File: src/rtl/fcsr_pkg.sv
package fcsr_pkg;
    // word address width of the larger variant, 16-bit words
    localparam int unsigned ADDR_W = 19;
    localparam int unsigned BIT_W = 4;
    localparam int unsigned WORD_W = 16;
    localparam logic [ADDR_W-1:0] ADDR_RESET = 19'h00000;
    localparam logic [BIT_W-1:0] BIT_RESET = 4'h0;
    // page spans and device tops
    localparam logic [ADDR_W-1:0] PAGE_SPAN_4M = 19'h10000;
    localparam logic [ADDR_W-1:0] PAGE_TOP_4M = 19'h0FFFF;
    localparam logic [ADDR_W-1:0] PAGE_SPAN_8M = 19'h20000;
    localparam logic [ADDR_W-1:0] PAGE_TOP_8M = 19'h1FFFF;
    localparam logic [ADDR_W-1:0] DEV_TOP_4M = 19'h3FFFF;
    localparam logic [ADDR_W-1:0] DEV_TOP_8M = 19'h7FFFF;
    localparam int unsigned READY_DELAY = 16;
    // synchronised pins: seven controls, then page enable and page select
    localparam int unsigned SYNC_N = 10;
    // controls idle high, page inputs idle low
    localparam logic [SYNC_N-1:0] SYNC_IDLE = 10'h3F8;

    typedef enum logic {FCSR_SIZE_4M, FCSR_SIZE_8M} fcsr_size_t;

    typedef struct packed {
        logic pageEnable;
        logic [1:0] pageSelectBits;
    } fcsr_page_t;

    typedef struct packed {
        logic dataOut;
        logic dataOe;
    } fcsr_pin_t;
endpackage : fcsr_pkg

File: src/rtl/fcsr_readout.sv
`timescale 1ns/1ps
// Functional notes
// - Output enable low loads address counter with active base (page start when paging), clears bit counter, data floats.
// - Chip select high freezes counters, floats data, signals standby.
// - Output enable low resets and floats regardless of chip select.
// - Chip select low with enable high: clock advances counter, drives data.
// - After last bit and cascade low, data output floats.
// - Address counter cleared automatically at power-up.
// - Data pin three-state in read-out, open-collector bidirectional when programming.
// - Serial clock is input when programming, output during read-out.
// - Page mode splits space into four pages, page select picks one.
// - 4-Mbit page n spans n*10000h to plus 0FFFFh.
// - 8-Mbit page n spans n*20000h to plus 1FFFFh.
// - Paging off ignores page select, reads whole device.
// - In programming mode page inputs have no effect.
// - Chip select has no effect in programming mode.
// - Cascade output low when address counter reaches active maximum.
// - Cascade stays low, then follows chip select until enable falls.
// - Device select acts as chip select for programming.
// - Ready driven low during power-up reset, then released.
// - Programming enable low selects programming mode.
// - Standby floats output regardless of output enable.
// - Downstream device enables output when its chip select goes low.
module fcsr_readout
    import fcsr_pkg::*;
#(
    parameter fcsr_size_t SIZE = FCSR_SIZE_8M,
    parameter int unsigned READY_CYCLES = READY_DELAY,
    parameter logic [ADDR_W-1:0] PAGE_SPAN = (SIZE == FCSR_SIZE_8M) ? PAGE_SPAN_8M : PAGE_SPAN_4M
) (
    input wire logic clock,
    input wire logic reset,
    input wire logic clockEnable,
    input wire logic programModeEnableN,
    input wire logic chipSelectN,
    input wire logic resetOutputEnable,
    input wire logic programDeviceSelect,
    input wire fcsr_page_t pageConfig,
    input wire logic serialBitClockIn,
    input wire logic dataIn,
    input wire logic progDataLow,
    input wire logic [WORD_W-1:0] memWord,
    output logic [ADDR_W-1:0] memAddr,
    output fcsr_pin_t dataPin,
    output logic serialBitClockOut,
    output logic serialBitClockOe,
    output logic chainHandoverN,
    output logic readyOut,
    output logic readyOe,
    output logic standby,
    output logic inSystemProgramming,
    output logic programSelected,
    output logic progDataIn,
    output logic progClockIn
);
    // ------------------------------------------------------------
    // pin synchronisers
    // ------------------------------------------------------------
    logic [SYNC_N-1:0] pinRaw;
    logic [SYNC_N-1:0] syncA_q, syncA_d;
    logic [SYNC_N-1:0] syncB_q, syncB_d;
    assign pinRaw = {programModeEnableN, chipSelectN, resetOutputEnable, programDeviceSelect,
                     serialBitClockIn, dataIn, progDataLow, pageConfig};
    // idle reset levels keep the block out of a false clear after reset
    for (genvar g = 0; g < SYNC_N; g++) begin : g_sync
        always_comb begin
            syncA_d[g] = clockEnable ? pinRaw[g] : syncA_q[g];
            syncB_d[g] = clockEnable ? syncA_q[g] : syncB_q[g];
        end
        always_ff @(posedge clock or posedge reset) begin
            if (reset) begin
                syncA_q[g] <= SYNC_IDLE[g];
                syncB_q[g] <= SYNC_IDLE[g];
            end else begin
                syncA_q[g] <= syncA_d[g];
                syncB_q[g] <= syncB_d[g];
            end
        end
    end
    logic progN, csN, oe, pageEnB;
    logic [1:0] pageSelB;
    assign progN = syncB_q[9];
    assign csN = syncB_q[8];
    assign oe = syncB_q[7];
    assign pageEnB = syncB_q[2];
    assign pageSelB = syncB_q[1:0];
    assign inSystemProgramming = ~progN;
    assign programSelected = ~progN & syncB_q[6];
    assign progClockIn = syncB_q[5];
    assign progDataIn = syncB_q[4];

    // ------------------------------------------------------------
    // active range
    // ------------------------------------------------------------
    logic [ADDR_W-1:0] baseAddr, topAddr, pageTop, devTop;
    logic pagingOn;
    always_comb begin
        // device is four pages, so its top is four spans less one
        pageTop = PAGE_SPAN - 19'h00001;
        devTop = ADDR_W'({PAGE_SPAN, 2'b00} - 21'h000001);
        pagingOn = pageEnB & progN;
        if (pagingOn) begin
            baseAddr = ADDR_W'(PAGE_SPAN * pageSelB);
            topAddr = baseAddr + pageTop;
        end else begin
            baseAddr = ADDR_RESET;
            topAddr = devTop;
        end
    end

    // ------------------------------------------------------------
    // read-out counters and cascade
    // ------------------------------------------------------------
    typedef enum logic [1:0] {FCSR_READ, FCSR_DONE_LOW, FCSR_DONE_FOLLOW} fcsr_state_t;
    fcsr_state_t state_q, state_d;
    logic [ADDR_W-1:0] addr_q, addr_d;
    logic [BIT_W-1:0] bit_q, bit_d;
    logic [WORD_W-1:0] shift_q, shift_d;
    logic primed_q, primed_d;
    logic tick_q, tick_d;
    logic refill_q, refill_d;
    logic running, lastBit;
    // counting gated by select only in read-out
    assign running = progN & ~csN & oe;
    assign lastBit = (addr_q == topAddr) && (bit_q == BIT_W'(WORD_W - 1));
    always_comb begin
        state_d = state_q;
        addr_d = addr_q;
        bit_d = bit_q;
        shift_d = shift_q;
        primed_d = primed_q;
        tick_d = ~tick_q;
        refill_d = refill_q;
        if (!progN) begin
            tick_d = 1'b0;
        end else if (!oe) begin
            addr_d = baseAddr;
            bit_d = BIT_RESET;
            primed_d = 1'b0;
            refill_d = 1'b0;
            state_d = FCSR_READ;
        end else if (running && state_q == FCSR_READ) begin
            // one bit per serial clock, ascending
            if (!primed_q || refill_q) begin
                // word fetch in the low phase, so no serial clock is lost
                shift_d = memWord;
                primed_d = 1'b1;
                refill_d = 1'b0;
            end else if (tick_q) begin
                if (lastBit) begin
                    state_d = FCSR_DONE_LOW;
                end else if (bit_q == BIT_W'(WORD_W - 1)) begin
                    bit_d = BIT_RESET;
                    addr_d = addr_q + 19'h00001;
                    refill_d = 1'b1;
                end else begin
                    bit_d = bit_q + 4'h1;
                    shift_d = {shift_q[WORD_W-2:0], 1'b0};
                end
            end
        end else if (state_q == FCSR_DONE_LOW && csN) begin
            state_d = FCSR_DONE_FOLLOW;
        end
    end
    always_ff @(posedge clock or posedge reset) begin
        if (reset) begin
            state_q <= FCSR_READ;
            addr_q <= ADDR_RESET;
            bit_q <= BIT_RESET;
            shift_q <= '0;
            primed_q <= 1'b0;
            tick_q <= 1'b0;
            refill_q <= 1'b0;
        end else if (clockEnable) begin
            state_q <= state_d;
            addr_q <= addr_d;
            bit_q <= bit_d;
            shift_q <= shift_d;
            primed_q <= primed_d;
            tick_q <= tick_d;
            refill_q <= refill_d;
        end
    end

    // ------------------------------------------------------------
    // power-up ready counter
    // ------------------------------------------------------------
    logic [7:0] rdyCnt_q, rdyCnt_d;
    always_comb begin
        rdyCnt_d = rdyCnt_q;
        // saturates, so ready never drops again without a reset
        if (rdyCnt_q != 8'(READY_CYCLES)) begin
            rdyCnt_d = rdyCnt_q + 8'h01;
        end
    end
    always_ff @(posedge clock or posedge reset) begin
        if (reset) begin
            rdyCnt_q <= 8'h00;
        end else if (clockEnable) begin
            rdyCnt_q <= rdyCnt_d;
        end
    end

    // ------------------------------------------------------------
    // pins
    // ------------------------------------------------------------
    logic done;
    assign done = (state_q != FCSR_READ);
    assign memAddr = addr_q;
    assign standby = progN & csN;
    assign dataPin.dataOut = progN ? shift_q[WORD_W-1] : 1'b0;
    assign dataPin.dataOe = progN ? (running & primed_q & ~done) : syncB_q[3];
    assign serialBitClockOut = tick_q;
    assign serialBitClockOe = progN;
    always_comb begin
        case (state_q)
            FCSR_DONE_LOW: chainHandoverN = 1'b0;
            FCSR_DONE_FOLLOW: chainHandoverN = csN;
            default: chainHandoverN = 1'b1;
        endcase
        if (!progN) begin
            chainHandoverN = 1'b1;
        end
    end
    assign readyOut = 1'b0;
    assign readyOe = (rdyCnt_q != 8'(READY_CYCLES));
endmodule : fcsr_readout

File: config.mk
export PLATFORM = sky130hd
export DESIGN_NAME = fcsr_readout
export DESIGN_NICKNAME = d
export VERILOG_FILES = /design/src/rtl/fcsr_pkg.sv /design/src/rtl/fcsr_readout.sv
export SDC_FILE = /design/constraint.sdc
export NUM_CORES = 1
export LEC_CHECK = 0
export BUFFER_PORTS_ARGS = -buffer_cell sky130_fd_sc_hd__buf_4
export CORE_MARGIN = 4
export CORE_UTILIZATION = 53
export CTS_BUF_LIST = sky130_fd_sc_hd__clkbuf_2 sky130_fd_sc_hd__clkbuf_4 sky130_fd_sc_hd__clkbuf_8
export CTS_CLUSTER_SIZE = 20
export DETAILED_ROUTE_END_ITERATION = 10
export GPL_TIMING_DRIVEN = 0
export PLACE_DENSITY = 0.83
export SYNTH_ARGS = -nofsm -noshare
export SYNTH_HDL_FRONTEND = slang
export SYNTH_SLANG_ARGS = --single-unit
File: constraint.sdc
create_clock -name clock -period 2 [get_ports clock]
set_clock_uncertainty 0.05 [all_clocks]
set_input_delay 0.1 -clock clock [delete_from_list [all_inputs] [get_ports clock]]
set_output_delay 0.1 -clock clock [all_outputs]
set_load 0.01 [all_outputs]
==> metrics.md <==
| Metric | Value |
|---|---|
| Status | complete, but fails checks |
| Failing checks | negative setup slack |
| IO buf count | 58 |
| Core Footprint | 0.006794 mm^2 |
| Endpoints failing setup | 33 |
| Fin. Hold Viols | 0 |
| Routed vias/inst | between 6 and 7 |
| Clk slew on worst S/H paths | approximately 80 ps |
| Yosys warnings | 0 |
| Antenna diodes | 0 |
| Syn_area_per_cell | roughly 10 um^2 |
| Share of layout cells above drive strength 1 | 44.27% |
| Area delta synth->final | 46.25% |
| GR Overflow Total | 0 |
| WP data arrival | 2360 ps |
| Leak | 2.314 nW |
| Multi-input gate area | about 0.002 mm^2 |
| Final Max Tran Viols | 0 |
| Wirelength, routed | about 11 mm |
| Die height | around 92 um |
| Most used routing layer | met2 |
| Max-slew headroom | 42.41% |
| Crit path time final | between 2000 and 2500 ps |
| Post-layout worst setup margin | -130.4 ps |
| VDD IR max | 0.7881 mV |
| Critical setup path kind | flop to flop |
| Hold path start | clockEnable |
| Power per Cell Area | 881.8 mW/mm^2 |
| CTS tree | built |
| First-pass GRT wire length | around 17 mm |
| Grt met1 use | ~31% |
| Max Freq | approximately 0.47 GHz |
| Least-Margin Pin Slew | 863.9 ps |
| Crit-path max FO | 7 |
| GR Util met3 | about 6.7% |
| Mapped cell area | about 0.0037 mm^2 |
| Req. time, crit path | around 2200 ps |
| Largest net degree at the start of global routing | 73 |
| H-Tree Depth | 3 |
| Yosys reg bits | between 70 and 80 |
| Root buffer cell | clkbuf_8 |
| DRC | 0 |
| Min-delay worst type | input port to flop |
| Cell Area, Placed | about 0.0043 mm^2 |
| R2R setup slack | -130 ps |
| Worst skew pair latency | around 370 ps |
| Overall Global Routing Usage | between 20% and 30% |
| Final instance area | 0.005413 mm^2 |
| Ys flop type | dfrtp_1 |
| Net Count, Synth | around 400 |
| Clock Path Buffers | 2 |
| Initial core utilization | 54.48% |
| Non-Filler Instances | approximately 600 |
| Launch point of the worst path | memAddr[7] |
| Max Cap Violations | 0 |
| Seq/Total Area, Yosys | between 40% and 50% |
| RSZ-0062 raised after global routing | yes |
| Period utilization | 106.5% |
| Met2 GRT Util | between 40% and 50% |
| Final ANT Viol Nets | 0 |
| Die area | around 0.0084 mm^2 |
| R2R cell count | 5 |
| Post-synth cell types | 55 |
| RR Startpoint | memAddr[7] |
| CTS sink cnt | between 70 and 80 |
| Worst Setup End Kind | flop |
| Initial antenna violation count | 0 |
| Placed Cells | ~530 |
| Mapped Cells | ~370 |
| Critical Path Start Type | flop |
| Vias in the first global route | between 3000 and 4000 |
| DR pass1 iterations | 5 |
| Reg-to-Reg End | bit_q[2] |
| Routability cong. | roughly 0.86 |
| DR WL/cell | ~19 um |
| Final net count | between 500 and 600 |
| DRT iter0 DRCs | between 200 and 300 |
| FFs w/ async S/R, synth | 100.0% |
| Hold slack | 95.28 ps |
| Crit path to | bit_q[2] |
| Fillers | 388 |
| Number of top-level pins | 60 |
| Vias | approximately 3600 |
| FF/Latch Area | 0.001824 mm^2 |
| Number of flops mapped to enable cells by yosys | 0 |
| Hpwl dp | 6.122 mm |
| CTS Buf Count | 9 |
| Die width | a little over 90 um |
| Row count | 30 |
logic make-up after synthesis:
family	synth area share [%]
AOI/OAI and AO/OA	15.92
other	0.1013
xor gates and xnor gates	1.893
adders and majority gates	1.352
and+or+nand+nor	21.43
buffers and inverters	4.091
DFF	49.15
muxes	6.052
sequential cells by signal (all words and copies together) (netlist names):
signal	count
serialBitClockOe	1
rdyCnt_q	8
syncA_q	10
progDataIn	1
state_q	2
serialBitClockOut	1
primed_q	1
progClockIn	1
pageEnB	1
oe	1
csN	1
pageSelB	2
refill_q	1
bit_q	4
memAddr	19
shift_q	16
syncB_q	2
routing by layer:
metal  vias up  wire length (um)
met5         -                 0
met4         0               327
met3        40               774
met2       185              5669
met1      1790              4406
li1       1625                 -
where the power goes:
part	switching, mW	internal [mW]	total, mW
combinational	0.571	0.611	1.18
clock	0.625	0.869	1.49
sequential	0.311	1.79	2.10
total	1.51	3.27	4.77
layout by cell type (no fill, tap or decap), types with 8 or more instances in the layout:
master,netlist,final
dlygate4sd3_1,0,27
dfstp_2,14,14
clkbuf_8,0,10
a31oi_1,18,16
nand4_1,9,9
a21oi_1,17,11
nor2_1,23,10
buf_4,1,91
xnor2_1,8,8
dfrtp_1,58,54
nor2_2,0,10
mux2_2,19,19
nand3_1,18,14
nand2_1,59,58
buf_6,2,8
cell usage after synthesis (3+ instances only):
cell      instances  share of area, %
a21oi_1          17               2.3
a31o_2            4              0.95
a31oi_1          18               3.0
and2_1            5              0.85
and3_1            5              0.85
and4_1            4              0.95
buf_2            10               1.4
clkbuf_1          8              0.81
dfrtp_1          58                39
dfstp_2          14               9.9
ha_1              4               1.4
inv_1             8              0.81
mux2_2           19               5.8
nand2_1          59               6.0
nand3_1          18               2.4
nand4_1           9               1.5
nor2_1           23               2.3
nor2b_1           3              0.51
o21ai_0          11               1.5
o31ai_1          10               2.0
or3_1             5              0.85
or4_1            11               2.2
xnor2_1           8               1.9
layout make-up:
class                           count  area share (%)
Clock inverter                      6           2.127
Timing Repair Buffer              120           18.82
Multi-Input combinational cell    270           36.99
Clock buffer                       10           2.543
Tap cell                           96           2.219
Inverter                            9          0.7397
Buffer                             19           2.866
Sequential cell                    72           33.70
through the flow:
stage / util (%) / worst slack (ps) / TNS (ps) / power (mW)
final: 79.67 / -130.4 / -2453 / 4.773
after global routing: 79.67 / -232.4 / -6091 / 4.979
after CTS: 73.90 / -41.08 / -214.5 / 4.489
after detailed placement: 63.24 / -282.6 / -7715 / 2.949
after global placement: 63.20 / -799.9 / -54550 / 2.885
after floorplan: - / -13.84 / -21.94 / 2.637
repair_timing:
action,in CTS,in global routing
setup buffers,20,11
gates resized for setup,24,71
pin swaps,15,25
endpoints found under the hold margin,84,0
cloned,0,4
endpoints found under the setup margin,40,38
hold buffers,27,0
worst min path at each step:
stage	end	cells past startpoint	slack, ps
detailed placement	shift_q[0]	2	290
CTS	serialBitClockOut	3	40
finish	serialBitClockOut	3	100
global route	serialBitClockOut	3	100
global placement	syncA_q[4]	2	280
floorplan	shift_q[0]	2	190
worst max-delay path: stages, from the launching register on:
cell and delay, ps:
dfrtp_1 490, and4_1 380, nand4_1 190, a211oi_1 490, o21ai_0 220, a21oi_1 230
(Power assumes the default switching activity.)
